<file path="src/core/vpic_pkg.sv">
// package of constants and types for the vectored priority interrupt controller
package vpic_pkg;

    localparam int VPIC_NSRC = 13;
    localparam int VPIC_CALL_CYCLES = 4;
    localparam logic [15:0] VPIC_VEC_BASE = 16'h0003;
    localparam logic [15:0] VPIC_VEC_STEP = 16'h0008;
    localparam logic [15:0] VPIC_RESET_VEC = 16'h0000;
    localparam logic [7:0] VPIC_REG_RESET = 8'h00;
    // source index = vector slot
    localparam int VPIC_SRC_EXTA = 0;
    localparam int VPIC_SRC_TMRA = 1;
    localparam int VPIC_SRC_EXTB = 2;
    localparam int VPIC_SRC_TMRB = 3;
    localparam int VPIC_SRC_PCA = 6;
    // polling order, first wins within a level
    localparam logic [3:0] VPIC_POLL [VPIC_NSRC] = '{4'h0, 4'h1, 4'h2, 4'h3, 4'h6, 4'h4, 4'h5,
        4'h7, 4'h8, 4'h9, 4'hA, 4'hB, 4'hC};
    // AXI register byte offsets
    localparam logic [7:0] VPIC_OFF_EN = 8'h00;
    localparam logic [7:0] VPIC_OFF_PRL = 8'h04;
    localparam logic [7:0] VPIC_OFF_PRH = 8'h08;
    localparam logic [7:0] VPIC_OFF_FLAG = 8'h0C;
    localparam logic [7:0] VPIC_OFF_CTRL = 8'h10;
    localparam logic [7:0] VPIC_OFF_STAT = 8'h14;
    localparam int VPIC_CTRL_GIE = 0;
    localparam int VPIC_CTRL_TRIGA = 1;
    localparam int VPIC_CTRL_TRIGB = 2;
    localparam int VPIC_CTRL_LDIS = 4;
    localparam logic [1:0] VPIC_RESP_OKAY = 2'b00;
    localparam logic [1:0] VPIC_RESP_SLVERR = 2'b10;

    typedef enum logic [2:0] {
        VPIC_IDLE = 3'b001,
        VPIC_CALL = 3'b010,
        VPIC_RST = 3'b100
    } vpic_state_t;

    // vector address of slot n
    function automatic logic [15:0] vpic_vector(input logic [3:0] n);
        vpic_vector = VPIC_VEC_BASE + 16'({n, 3'b000});
    endfunction : vpic_vector
endpackage : vpic_pkg

</file>
<file path="src/core/vpic_arb_if.sv">
// interface between controller core and its priority arbiter
`timescale 1ns/1ps
interface vpic_arb_if;
    import vpic_pkg::*;
    logic [VPIC_NSRC-1:0] req;
    logic [2*VPIC_NSRC-1:0] lvl;
    logic [3:0] floor_lvl;
    logic any_active;
    logic hit;
    logic [3:0] win_src;
    logic [1:0] win_lvl;
    modport core (output req, output lvl, output floor_lvl, output any_active, input hit, input win_src,
        input win_lvl);
    modport arb (input req, input lvl, input floor_lvl, input any_active, output hit, output win_src,
        output win_lvl);
endinterface : vpic_arb_if

</file>
<file path="src/core/vpic_top.sv">
// vectored priority interrupt controller with AXI4-Lite register slave
`timescale 1ns/1ps
module vpic_top
    import vpic_pkg::*;
(
    input wire logic aclk,
    input wire logic aresetn,
    input wire logic [7:0] s_axi_awaddr,
    input wire logic s_axi_awvalid,
    output logic s_axi_awready,
    input wire logic [31:0] s_axi_wdata,
    input wire logic [3:0] s_axi_wstrb,
    input wire logic s_axi_wvalid,
    output logic s_axi_wready,
    output logic [1:0] s_axi_bresp,
    output logic s_axi_bvalid,
    input wire logic s_axi_bready,
    input wire logic [7:0] s_axi_araddr,
    input wire logic s_axi_arvalid,
    output logic s_axi_arready,
    output logic [31:0] s_axi_rdata,
    output logic [1:0] s_axi_rresp,
    output logic s_axi_rvalid,
    input wire logic s_axi_rready,
    input wire logic ext_pin_a_n,
    input wire logic ext_pin_b_n,
    input wire logic [VPIC_NSRC-1:0] hw_flag_set,
    input wire logic [5:0] pca_flags,
    input wire logic last_cycle,
    input wire logic instr_is_return_from_interrupt,
    input wire logic sys_reset_req,
    output logic call_valid,
    output logic [15:0] call_vector,
    output logic [3:0] in_service
);
    typedef struct packed {
        logic [1:0] pa_sync;
        logic [1:0] pb_sync;
        logic pa_last;
        logic pb_last;
        logic [VPIC_NSRC-1:0] en;
        logic [VPIC_NSRC-1:0] prl;
        logic [VPIC_NSRC-1:0] prh;
        logic [VPIC_NSRC-1:0] flag;
        logic [VPIC_NSRC-1:0] flag_q;
        logic [7:0] ctrl;
        logic [3:0] act;
        logic blk;
        vpic_state_t st;
        logic [2:0] cnt;
        logic [15:0] vec;
        logic aw_ok;
        logic [7:0] aw_a;
        logic w_ok;
        logic [31:0] w_d;
        logic [3:0] w_s;
        logic bv;
        logic [1:0] br;
        logic rv;
        logic [31:0] rd;
        logic [1:0] rr;
    } vpic_st_t;

    vpic_st_t s_reg;
    vpic_st_t s_next;
    vpic_arb_if ab();
    logic [VPIC_NSRC-1:0] src_req;
    logic [2*VPIC_NSRC-1:0] src_lvl;
    logic [3:0] act_floor;

    vpic_arbiter u_arb (
        .ab(ab.arb)
    );

    // per-vector request, level, level-disable gating
    always_comb begin
        src_req = s_reg.flag_q & s_reg.en & {VPIC_NSRC{s_reg.ctrl[VPIC_CTRL_GIE]}};
        src_req[VPIC_SRC_PCA] = src_req[VPIC_SRC_PCA] | (|pca_flags & s_reg.en[VPIC_SRC_PCA]
            & s_reg.ctrl[VPIC_CTRL_GIE]);
        for (int i = 0; i < VPIC_NSRC; i++) begin
            src_lvl[2*i +: 2] = {s_reg.prh[i], s_reg.prl[i]};
            if (s_reg.ctrl[VPIC_CTRL_LDIS + int'({s_reg.prh[i], s_reg.prl[i]})]) begin
                src_req[i] = 1'b0;
            end
        end
        act_floor = 4'h0;
        for (int l = 0; l < 4; l++) begin
            if (s_reg.act[l]) begin
                act_floor = 4'(l);
            end
        end
    end

    assign ab.req = src_req;
    assign ab.lvl = src_lvl;
    assign ab.floor_lvl = act_floor;
    assign ab.any_active = |s_reg.act;

    // one next-state process for the whole block
    always_comb begin
        logic wr_go;
        logic rd_go;
        logic accept;
        logic [VPIC_NSRC-1:0] hw_clr;
        logic [VPIC_NSRC-1:0] sw_set;
        logic [VPIC_NSRC-1:0] sw_clr;
        logic [VPIC_NSRC-1:0] set_all;
        s_next = s_reg;
        wr_go = 1'b0;
        rd_go = 1'b0;
        accept = 1'b0;
        hw_clr = '0;
        sw_set = '0;
        sw_clr = '0;
        set_all = hw_flag_set;
        // pin synchronisers; only the second stage (bit 1) is used
        s_next.pa_sync = {s_reg.pa_sync[0], ext_pin_a_n};
        s_next.pb_sync = {s_reg.pb_sync[0], ext_pin_b_n};
        s_next.pa_last = s_reg.pa_sync[1];
        s_next.pb_last = s_reg.pb_sync[1];
        if (s_reg.ctrl[VPIC_CTRL_TRIGA]) begin
            set_all[VPIC_SRC_EXTA] = s_reg.pa_last & ~s_reg.pa_sync[1];
        end
        if (s_reg.ctrl[VPIC_CTRL_TRIGB]) begin
            set_all[VPIC_SRC_EXTB] = s_reg.pb_last & ~s_reg.pb_sync[1];
        end
        // AXI write channel capture
        if (s_axi_awvalid && !s_reg.aw_ok) begin
            s_next.aw_ok = 1'b1;
            s_next.aw_a = s_axi_awaddr;
        end
        if (s_axi_wvalid && !s_reg.w_ok) begin
            s_next.w_ok = 1'b1;
            s_next.w_d = s_axi_wdata;
            s_next.w_s = s_axi_wstrb;
        end
        wr_go = s_reg.aw_ok && s_reg.w_ok && !s_reg.bv;
        if (wr_go) begin
            s_next.aw_ok = 1'b0;
            s_next.w_ok = 1'b0;
            s_next.bv = 1'b1;
            s_next.br = VPIC_RESP_OKAY;
            s_next.blk = 1'b1;
            case (s_reg.aw_a)
                VPIC_OFF_EN: s_next.en = s_reg.w_d[VPIC_NSRC-1:0];
                VPIC_OFF_PRL: s_next.prl = s_reg.w_d[VPIC_NSRC-1:0];
                VPIC_OFF_PRH: s_next.prh = s_reg.w_d[VPIC_NSRC-1:0];
                VPIC_OFF_FLAG: begin
                    sw_set = s_reg.w_d[VPIC_NSRC-1:0];
                    sw_clr = s_reg.w_d[16 +: VPIC_NSRC];
                end
                VPIC_OFF_CTRL: s_next.ctrl = s_reg.w_d[7:0];
                default: s_next.br = VPIC_RESP_SLVERR;
            endcase
        end
        if (s_reg.bv && s_axi_bready) begin
            s_next.bv = 1'b0;
        end
        // AXI read channel
        rd_go = s_axi_arvalid && !s_reg.rv;
        if (rd_go) begin
            s_next.rv = 1'b1;
            s_next.rr = VPIC_RESP_OKAY;
            s_next.rd = 32'h0000_0000;
            case (s_axi_araddr)
                VPIC_OFF_EN: s_next.rd = 32'(s_reg.en);
                VPIC_OFF_PRL: s_next.rd = 32'(s_reg.prl);
                VPIC_OFF_PRH: s_next.rd = 32'(s_reg.prh);
                VPIC_OFF_FLAG: s_next.rd = 32'(s_reg.flag);
                VPIC_OFF_CTRL: s_next.rd = 32'(s_reg.ctrl);
                VPIC_OFF_STAT: s_next.rd = {12'h000, s_reg.vec, s_reg.act};
                default: s_next.rr = VPIC_RESP_SLVERR;
            endcase
        end
        if (s_reg.rv && s_axi_rready) begin
            s_next.rv = 1'b0;
        end
        // polling at the last cycle of each instruction; nothing is remembered
        accept = 1'b0;
        case (s_reg.st)
            VPIC_IDLE: begin
                if (sys_reset_req) begin
                    s_next.st = VPIC_RST;
                end else if (last_cycle) begin
                    s_next.blk = 1'b0;
                    if (instr_is_return_from_interrupt && |s_reg.act) begin
                        s_next.act[act_floor[1:0]] = 1'b0;
                    end
                    if (ab.hit && !s_reg.blk && !instr_is_return_from_interrupt && !wr_go) begin
                        accept = 1'b1;
                        s_next.st = VPIC_CALL;
                        s_next.cnt = 3'(VPIC_CALL_CYCLES - 1);
                        s_next.vec = vpic_vector(ab.win_src);
                        s_next.act[ab.win_lvl] = 1'b1;
                    end
                end
            end
            VPIC_CALL: begin
                if (sys_reset_req) begin
                    s_next.st = VPIC_RST;
                end else if (s_reg.cnt == 3'd0) begin
                    s_next.st = VPIC_IDLE;
                end else begin
                    s_next.cnt = s_reg.cnt - 3'd1;
                end
            end
            VPIC_RST: begin
                s_next.vec = VPIC_RESET_VEC;
                s_next.act = 4'h0;
                if (!sys_reset_req) begin
                    s_next.st = VPIC_IDLE;
                end
            end
            default: s_next.st = VPIC_IDLE;
        endcase
        if (accept) begin
            if (ab.win_src == 4'(VPIC_SRC_TMRA) || ab.win_src == 4'(VPIC_SRC_TMRB)) begin
                hw_clr[ab.win_src] = 1'b1;
            end
            if ((ab.win_src == 4'(VPIC_SRC_EXTA) && s_reg.ctrl[VPIC_CTRL_TRIGA])
                || (ab.win_src == 4'(VPIC_SRC_EXTB) && s_reg.ctrl[VPIC_CTRL_TRIGB])) begin
                hw_clr[ab.win_src] = 1'b1;
            end
        end
        // set wins over any clear
        s_next.flag = ((s_reg.flag & ~hw_clr & ~sw_clr) | set_all | sw_set);
        if (!s_reg.ctrl[VPIC_CTRL_TRIGA]) begin
            s_next.flag[VPIC_SRC_EXTA] = ~s_reg.pa_sync[1];
        end
        if (!s_reg.ctrl[VPIC_CTRL_TRIGB]) begin
            s_next.flag[VPIC_SRC_EXTB] = ~s_reg.pb_sync[1];
        end
        s_next.flag_q = s_reg.flag;
    end

    // single state register, synchronous reset
    always_ff @(posedge aclk) begin
        if (!aresetn) begin
            s_reg <= '0;
            s_reg.pa_sync <= 2'b11;
            s_reg.pb_sync <= 2'b11;
            s_reg.pa_last <= 1'b1;
            s_reg.pb_last <= 1'b1;
            s_reg.st <= VPIC_IDLE;
        end else begin
            s_reg <= s_next;
        end
    end

    assign s_axi_awready = !s_reg.aw_ok;
    assign s_axi_wready = !s_reg.w_ok;
    assign s_axi_bvalid = s_reg.bv;
    assign s_axi_bresp = s_reg.br;
    assign s_axi_arready = !s_reg.rv;
    assign s_axi_rvalid = s_reg.rv;
    assign s_axi_rdata = s_reg.rd;
    assign s_axi_rresp = s_reg.rr;
    assign call_valid = (s_reg.st == VPIC_CALL);
    assign call_vector = s_reg.vec;
    assign in_service = s_reg.act;

    property p_call_len;
        @(posedge aclk) disable iff (!aresetn)
        $rose(call_valid) ##0 (!sys_reset_req) [*3] |=> call_valid ##1 !call_valid;
    endproperty
    a_call_len: assert property (p_call_len) else $error("call not four cycles");

    property p_gie;
        @(posedge aclk) disable iff (!aresetn)
        !s_reg.ctrl[VPIC_CTRL_GIE] |=> !$rose(call_valid);
    endproperty
    a_gie: assert property (p_gie) else $error("call with global enable off");

    property p_return_from_interrupt_block;
        @(posedge aclk) disable iff (!aresetn)
        (s_reg.st == VPIC_IDLE) && last_cycle && instr_is_return_from_interrupt |=> !call_valid;
    endproperty
    a_return_from_interrupt_block: assert property (p_return_from_interrupt_block) else $error("call after return");

    property p_vec_range;
        @(posedge aclk) disable iff (!aresetn)
        call_valid |-> call_vector[2:0] == 3'b011 && call_vector <= 16'h0063;
    endproperty
    a_vec_range: assert property (p_vec_range) else $error("bad vector");

    property p_mark;
        @(posedge aclk) disable iff (!aresetn)
        $rose(call_valid) |-> in_service[$past(ab.win_lvl)];
    endproperty
    a_mark: assert property (p_mark) else $error("no in-service mark");

    property p_tmr_clr;
        @(posedge aclk) disable iff (!aresetn)
        $rose(call_valid) && call_vector == 16'h000B && !$past(hw_flag_set[VPIC_SRC_TMRA], 1)
            |-> !s_reg.flag[VPIC_SRC_TMRA];
    endproperty
    a_tmr_clr: assert property (p_tmr_clr) else $error("timer flag kept");

    property p_rst;
        @(posedge aclk) disable iff (!aresetn)
        sys_reset_req ##1 sys_reset_req |=> call_vector == VPIC_RESET_VEC && !call_valid;
    endproperty
    a_rst: assert property (p_rst) else $error("reset not taking precedence");

    property p_preempt;
        @(posedge aclk) disable iff (!aresetn)
        $rose(call_valid) && $past(in_service[3]) |-> 1'b0;
    endproperty
    a_preempt: assert property (p_preempt) else $error("level 3 preempted");

    // enable and priority cannot change in the accepting cycle, since a write there blocks the poll
    property p_src_en;
        @(posedge aclk) disable iff (!aresetn)
        $rose(call_valid) |-> $past(s_reg.en[ab.win_src]);
    endproperty
    a_src_en: assert property (p_src_en) else $error("call from disabled source");

    property p_wr_block;
        @(posedge aclk) disable iff (!aresetn)
        (s_reg.st == VPIC_IDLE) && last_cycle && s_reg.blk |=> !$rose(call_valid);
    endproperty
    a_wr_block: assert property (p_wr_block) else $error("call right after register write");

    property p_lvl_dis;
        @(posedge aclk) disable iff (!aresetn)
        $rose(call_valid) |-> !$past(s_reg.ctrl[VPIC_CTRL_LDIS + ab.win_lvl]);
    endproperty
    a_lvl_dis: assert property (p_lvl_dis) else $error("call at disabled level");

    // a fresh edge in the accepting cycle may set the flag again, so it is excluded
    property p_ext_clr;
        @(posedge aclk) disable iff (!aresetn)
        $rose(call_valid) && call_vector == 16'h0003 && $past(s_reg.ctrl[VPIC_CTRL_TRIGA])
            && !$past(s_reg.pa_last && !s_reg.pa_sync[1]) |-> !s_reg.flag[VPIC_SRC_EXTA];
    endproperty
    a_ext_clr: assert property (p_ext_clr) else $error("edge flag kept");

    property p_tmrb_clr;
        @(posedge aclk) disable iff (!aresetn)
        $rose(call_valid) && call_vector == 16'h001B && !$past(hw_flag_set[VPIC_SRC_TMRB], 1)
            |-> !s_reg.flag[VPIC_SRC_TMRB];
    endproperty
    a_tmrb_clr: assert property (p_tmrb_clr) else $error("timer b flag kept");

    // a return drops exactly the highest marker; no call can be accepted at that boundary
    property p_return_from_interrupt_clr;
        @(posedge aclk) disable iff (!aresetn)
        (s_reg.st == VPIC_IDLE) && last_cycle && instr_is_return_from_interrupt && !sys_reset_req && |s_reg.act
            |=> !in_service[$past(act_floor[1:0])] && $countones(in_service) + 1 == $countones($past(in_service));
    endproperty
    a_return_from_interrupt_clr: assert property (p_return_from_interrupt_clr) else $error("return marker wrong");
endmodule : vpic_top

</file>
<file path="src/core/vpic_arbiter.sv">
// combinational level and polling-order arbiter
`timescale 1ns/1ps
module vpic_arbiter
    import vpic_pkg::*;
(
    vpic_arb_if.arb ab
);
    // scan levels high to low, then polling order
    always_comb begin
        logic found;
        logic [3:0] s;
        found = 1'b0;
        s = 4'h0;
        ab.hit = 1'b0;
        ab.win_src = 4'h0;
        ab.win_lvl = 2'b00;
        for (int l = 3; l >= 0; l--) begin
            for (int k = 0; k < VPIC_NSRC; k++) begin
                s = VPIC_POLL[k];
                if (!found && ab.req[s] && ab.lvl[2*s +: 2] == 2'(l)
                    && (!ab.any_active || 4'(l) > ab.floor_lvl)) begin
                    found = 1'b1;
                    ab.hit = 1'b1;
                    ab.win_src = s;
                    ab.win_lvl = 2'(l);
                end
            end
        end
    end
endmodule : vpic_arbiter

</file>
<file path="config.mk">
export PLATFORM = sky130hd
export DESIGN_NAME = vpic_top
export DESIGN_NICKNAME = d
export VERILOG_FILES = /design/src/core/vpic_pkg.sv /design/src/core/vpic_arb_if.sv /design/src/core/vpic_top.sv /design/src/core/vpic_arbiter.sv
export SDC_FILE = /design/constraint.sdc
export NUM_CORES = 1
export LEC_CHECK = 0
export BUFFER_PORTS_ARGS = -buffer_cell sky130_fd_sc_hd__clkbuf_2
export CELL_PAD_IN_SITES_DETAIL_PLACEMENT = 1
export CELL_PAD_IN_SITES_GLOBAL_PLACEMENT = 1
export CORE_MARGIN = 3
export CORE_UTILIZATION = 40
export CTS_BUF_LIST = sky130_fd_sc_hd__clkbuf_16
export DETAILED_ROUTE_END_ITERATION = 8
export PLACE_DENSITY_LB_ADDON = 0.1
export SLEW_MARGIN = 15
export SYNTH_ARGS = -nofsm -noshare
export SYNTH_HDL_FRONTEND = slang
export SYNTH_SLANG_ARGS = --single-unit
</file>
<file path="constraint.sdc">
create_clock -name aclk -period 7 [get_ports aclk]
set_input_delay 2.1 -clock aclk [delete_from_list [all_inputs] [get_ports aclk]]
set_output_delay 2.1 -clock aclk [all_outputs]
set_load 0.01 [all_outputs]
</file>
### Word-level counts from Yosys, hierarchy flattened

Cells that the tools add are included.

| word-level totals | value |
|---|---|
| RAM bits | 0 |
| output and inout port bits | 62 |
| bits in latches | 0 |
| bits in registers | 183 |
| bits of input ports | 83 |
| ROM bits | 0 |
| logic and storage cells | 671 |
| memories kept | 0 |

| cells by class | value |
|---|---|
| $lt $le $gt $ge | 23 |
| bitwise gates (word level) | 20 |
| reductions and logical operators | 270 |
| multipliers | 0 |
| eq/ne operators | 63 |
| muxes and demuxes | 256 |
| $add $sub $neg | 15 |
| shift-type cells | 0 |
| div/mod/pow operators | 0 |

Operators with widths:

| kind | count |
|---|---|
| 4-bit 2-to-1 mux | 51 |
| 1-bit logical AND | 171 |
| 20-bit one-hot mux with 6 select lines | 1 |
| 2-bit 2-to-1 mux | 56 |
| 1-bit 2-to-1 mux | 106 |
| 13-bit 2-to-1 mux | 8 |
| 1-bit zero test | 59 |
| 3-bit by 2-bit adder with 4-bit output (first input constant) | 13 |
| 13-bit bitwise AND | 4 |
| 2-bit equality test (second input constant) | 26 |
| 4-bit less-than comparator (second input constant) | 13 |
| 1-bit binary-select mux with 3-bit select | 13 |
| 13-bit bitwise OR | 3 |
| 8-bit by 4-bit equality test with 1-bit output (second input constant) | 4 |
| 16-bit one-hot mux with 2 select lines | 1 |
| 3-bit 2-to-1 mux | 10 |
| 27-bit 2-to-1 mux | 1 |
| 2-bit by 1-bit equality test with 1-bit output (second input constant) | 13 |
| 2-bit zero test | 13 |
| 13-bit inverter | 2 |
| 8-bit by 5-bit equality test with 1-bit output (second input constant) | 3 |
| 22-bit 2-to-1 mux | 1 |
| 19-bit 2-to-1 mux | 1 |
| 8-bit by 3-bit equality test with 1-bit output (second input constant) | 2 |
| other kinds (41) | 72 |

### Depth between registers and ports, before layout

| logic depth | value |
|---|---|
| word-level depth | 280 |
| gate-level depth with buffers | 14 |
| gate-level depth less buffers | 9 |

### Modules after synthesis

From an unflattened synthesis, not the netlist that was laid out.

| unflattened totals | value |
|---|---|
| cell total of the unflattened synthesis | 1037 |
| area total of the unflattened synthesis | 8294.2 sq um |

By module, submodules not included:

| module | seq. area each (sq um) | cells an instance | area an instance (sq um) | instances |
|---|---|---|---|---|
| vpic_top | 2982.9 | 838 | 7045.5 | 1 |
| vpic_arbiter | 0.0 | 199 | 1248.7 | 1 |

### Worst setup path after synthesis

No wires, ideal clock.

| timing | value |
|---|---|
| path type | input port to flip-flop |
| start | in pca_flags[3] |
| end | reg s_reg (netlist bit s_next[120]) |
| required time | 6.855 ns |
| setup time | 0.145 ns |
| path slack | 2.307 ns |
| stages | 9 |
| data arrival time | 4.548 ns |
| buffers on the path | 1 |
| cells stage by stage | or4_1 o211a_1 nor4_4 and4b_1 buf_2 nand3_1 o32ai_2 or4_4 a41oi_2 |

| between the ends | value |
|---|---|
| cells in the longest elaborated chain, start to end | 258 |
| elaborated cells between the ends (all ways) | 322 |
| those cells by class | order compare (2); eq/ne (3); mux (107); bitwise (9); reduce/logical (201) |

RTL lines:

| what | RTL line | source |
|---|---|---|
| start: declaration | vpic_top.sv:28 | `input wire logic [5:0] pca_flags,` |
| 6-bit OR reduction (*) | vpic_top.sv:78 | `src_req[VPIC_SRC_PCA] = src_req[VPIC_SRC_PCA] \| (\|pca_flags & s_reg.en[VPIC_SRC_PCA]` |
| 1-bit bitwise AND (*) | vpic_top.sv:78 |  |
| 1-bit bitwise AND (*) | vpic_top.sv:79 | `& s_reg.ctrl[VPIC_CTRL_GIE]);` |
| 1-bit bitwise OR (*) | vpic_top.sv:78 |  |
| 1-bit 2-to-1 mux (*) | vpic_top.sv:82 | `if (s_reg.ctrl[VPIC_CTRL_LDIS + int'({s_reg.prh[i], s_reg.prl[i]})]) begin` |
| 1-bit logical AND (2 in a row) | vpic_arbiter.sv:20 | `if (!found && ab.req[s] && ab.lvl[2*s +: 2] == 2'(l)` |
| 1-bit logical AND | vpic_arbiter.sv:21 | `&& (!ab.any_active \|\| 4'(l) > ab.floor_lvl)) begin` |
| 1-bit 2-to-1 mux | vpic_arbiter.sv:20 |  |
| [239 not listed] | n/a |  |
| 13-bit 2-to-1 mux | vpic_top.sv:217 | `if (ab.win_src == 4'(VPIC_SRC_TMRA) \|\| ab.win_src == 4'(VPIC_SRC_TMRB)) begin` |
| 13-bit 2-to-1 mux | vpic_top.sv:216 | `if (accept) begin` |
| 13-bit bitwise OR (no source line) | n/a |  |
| 13-bit 2-to-1 mux | vpic_top.sv:220 | `if ((ab.win_src == 4'(VPIC_SRC_EXTA) && s_reg.ctrl[VPIC_CTRL_TRIGA])` |
| 13-bit 2-to-1 mux (*) | vpic_top.sv:216 |  |
| 13-bit inverter (*) | vpic_top.sv:226 | `s_next.flag = ((s_reg.flag & ~hw_clr & ~sw_clr) \| set_all \| sw_set);` |
| 13-bit bitwise AND (*) (2 in a row) | vpic_top.sv:226 |  |
| 13-bit bitwise OR (*) (2 in a row) | vpic_top.sv:226 |  |
| end signal: assignment | vpic_top.sv:246 | `s_reg <= s_next;` |
| end: declaration | vpic_top.sv:64 | `vpic_st_t s_reg;` |

Every way passes the cells marked *; elsewhere a longest branch is shown, timed or not. The select of a mux whose other input is x is not followed.
A chain may end at the register's enable or synchronous reset.

### Worst setup path in the final report

| timing | value |
|---|---|
| start | in pca_flags[3] |
| end | reg s_reg (netlist bit s_next[122]) |

The elaborated chain is that of the path after synthesis.

==> impl_metrics.env <==
export IMPL_outcome="finished clean"
export IMPL_worst_slew_pin_transition_ps=1160
export IMPL_final_setup_tns_ps=0
export IMPL_place_detailed_hpwl_um=20000
export IMPL_row_count=50
export IMPL_hold_buffers=0
export IMPL_globalRoute_totalOverflow=0
export IMPL_timing_clock_skew_ps=10.2
export IMPL_slew_headroom_pct=22.3
export IMPL_boundaryPins=145
export IMPL_arrival_ps=5540
export IMPL_critical_path_max_fanout=10
export IMPL_synth_top_cells_by_area="dfxtp_1 38%, nand2_1 6.9%, buf_4 5.5%"
export IMPL_post_route_worst_setup_slack_ps=1790
export IMPL_via_count=7450
export IMPL_ys_warnings_count=0
export IMPL_worst_r2r_startpoint="s_reg[111]"
export IMPL_clk_root_buffer_cell="clkbuf_16"
export IMPL_antennaDiodeCount=0
export IMPL_numCtsBuffers=17
export IMPL_required_ps=7340
export IMPL_die_area_um2=21600
export IMPL_placeableCoreArea_um2=19100
export IMPL_power_leakage_nw=3.70
export IMPL_synth_top_cells_by_count="149 x dfxtp_1, 147 x nand2_1, 101 x nor2_1"
export IMPL_max_clock_freq_ghz=0.192
export IMPL_fillerInstances=2350
export IMPL_synth_area_per_cell_um2=8.19
export IMPL_clk_pin_slew_ps=60
export IMPL_crit_path_class="in -> reg"
export IMPL_post_place_ws_ps=1440
export IMPL_post_synth_top_count_cell="dfxtp_1"
export IMPL_grt_pass1_vias=7105
export IMPL_cts_setup_buffers=0
export IMPL_postSynthCellCount=971
export IMPL_reg2reg_to="s_next[122]"
export IMPL_post_synth_top_area_cell="dfxtp_1"
export IMPL_post_synth_instance_area_um2=7950
export IMPL_peakVddDrop_mv=0.174
export IMPL_critical_path_startpoint_type="input port"
export IMPL_synth_edff_count=0
export IMPL_start_util_pct=41.7
export IMPL_pin_count_of_the_biggest_net_entering_global_routing=70
export IMPL_number_of_instances_on_the_worst_hold_path=1
export IMPL_post_route_cells_drive_above_1_share_pct=16.7
export IMPL_finalWeightedCongestion=0.981
export IMPL_drt_drc_violations_left=0
export IMPL_drt_total_wl_um=26900
export IMPL_detail_route_first_pass_iterations=5
export IMPL_synth_yosys_seq_area_share_pct=37.5
export IMPL_max_cap_viol_count=0
export IMPL_drt_initial_drc_count=623
export IMPL_report_final_slew_viol_count=0
export IMPL_io_buffer_count=108
export IMPL_synth_distinct_cells=82
export IMPL_area_growth_pct=11.5
export IMPL_synth_top_area_share_pct=37.5
export IMPL_setup_viol=0
export IMPL_wl_per_cell_um=20.9
export IMPL_timing_hold_worst_class="reg -> reg"
export IMPL_ff2ff_setup_slack_ps=3030
export IMPL_cts_htree_levels=4
export IMPL_synth_ff_latch_count=149
export IMPL_dominantRegCellSynth="dfxtp_1"
export IMPL_finalHoldViolations=0
export IMPL_clock_path_buffers=2
export IMPL_cellPowerDensity_nw_per_um2=211
export IMPL_share_of_flip_flops_with_an_asynchronous_set_or_reset_pct=0
export IMPL_whs_endpoint="s_next[184]"
export IMPL_drtAntennaViolNets=0
export IMPL_antenna_found_initial=1
export IMPL_first_pass_grt_wire_length_um=41700
export IMPL_rsz0062_at_grt="no"
export IMPL_die_w_um=147
export IMPL_r2r_worst_path_cells=10
export IMPL_cts_resized_gates=0
export IMPL_clk_latency_ps=430
export IMPL_route_detailed_vias_per_inst=5.77
export IMPL_globalRouteTotalUtil_pct=24.5
export IMPL_final_period_minus_worst_setup_slack_ps=5210
export IMPL_finalCritPeriodShare_pct=74.4
export IMPL_finalNetCount=1104
export IMPL_crit_path_end_kind="register"
export IMPL_holdCritStartpoint="s_next[187]"
export IMPL_floorplan_die_height_um=147
export IMPL_tritoncts="yes"
export IMPL_clock_sinks=149
export IMPL_largest_reg_flops=79
[report_power, final]
part / total [mW] / internal (mW) / leakage, nW / switching, mW
sequential: 0.903 / 0.877 / 1.22 / 0.0268
combinational: 0.117 / 0.0456 / 2.22 / 0.0713
clock: 0.853 / 0.483 / 0.269 / 0.370
[cell families (layout without fill, tap and decap cells)]
logic type,count (synthesis),count (layout),synth area share [%]
adder cells (fa/ha/maj),2,2,0.315
flip-flops,149,149,37.5
multiplexers,47,47,6.00
other,1,24,0.0472
AND/OR/NAND/NOR,435,435,27.9
buffers and inverters,128,165,8.96
AO/OA/AOI/OAI,207,207,19.0
XOR/XNOR,2,2,0.220
[stage by stage]
step | hold WS, ps | power [mW] | area [µm²] | std cells | utilization, %
2_1_floorplan | 386 | 1.00 | 8040 | 994 | -
3_3_place_gp | 389 | 1.04 | 8320 | 1260 | 43.6
3_5_place_dp | 397 | 1.04 | 8320 | 1260 | 43.6
4_1_cts | 411 | 1.89 | 8860 | 1291 | 46.4
5_1_grt | 428 | 1.94 | 8870 | 1291 | 46.5
6_report | 406 | 1.87 | 8870 | 1291 | 46.5
[layer usage]
layer	wire, µm	GRT usage [%]	vias up
met2	12100	38.0	244
met5	0	0	-
met4	829	9.46	0
met1	12300	33.9	3603
met3	1710	4.66	43
li1	-	-	3560
[area by class of cell]
class	instances	area [µm²]	share of cell area (%)
clock inverter	14	113	1.27
inverter	19	72.6	0.819
tap	260	325	3.67
multi-input combinational	717	4350	49.1
timing repair buffer	115	593	6.69
clock buffer	17	425	4.80
sequential	149	2980	33.6
[worst max-delay path, cell delays in order]
cell and delay, ps:
clkbuf_2 80, or4_1 580, o211a_1 350, nor4_4 620, nand4_1 490, o41ai_1 610
nor4b_1 140, and4_1 320, a41oi_2 250
[placed cells by master (no fill, tap or decap), types with 13 or more instances in the layout]
| cell type | instances |
|---|---|
| dfxtp_1 | 149 |
| nand2_1 | 147 |
| clkbuf_2 | 108 |
| nor2_1 | 101 |
| a21oi_1 | 56 |
| mux2i_1 | 42 |
| nand3_1 | 29 |
| conb_1 | 24 |
| nor3_1 | 21 |
| o21ai_0 | 19 |
| inv_1 | 18 |
| a221oi_1 | 18 |
| a22o_1 | 17 |
| and2_1 | 17 |
| clkbuf_16 | 17 |
| nor4_1 | 13 |
| nand4_1 | 13 |
[worst max path at each step]
stage	start	to	slack [ps]	cells past startpoint
finish	pca_flags[3]	s_next[122]	1790	9
global route	pca_flags[3]	s_next[119]	1590	9
CTS	pca_flags[3]	s_next[122]	1850	9
detailed placement	pca_flags[3]	s_next[121]	1440	9
global placement	pca_flags[3]	s_next[121]	1510	9
floorplan	pca_flags[3]	s_next[120]	2310	9
Power figures use the tool's default switching activity.
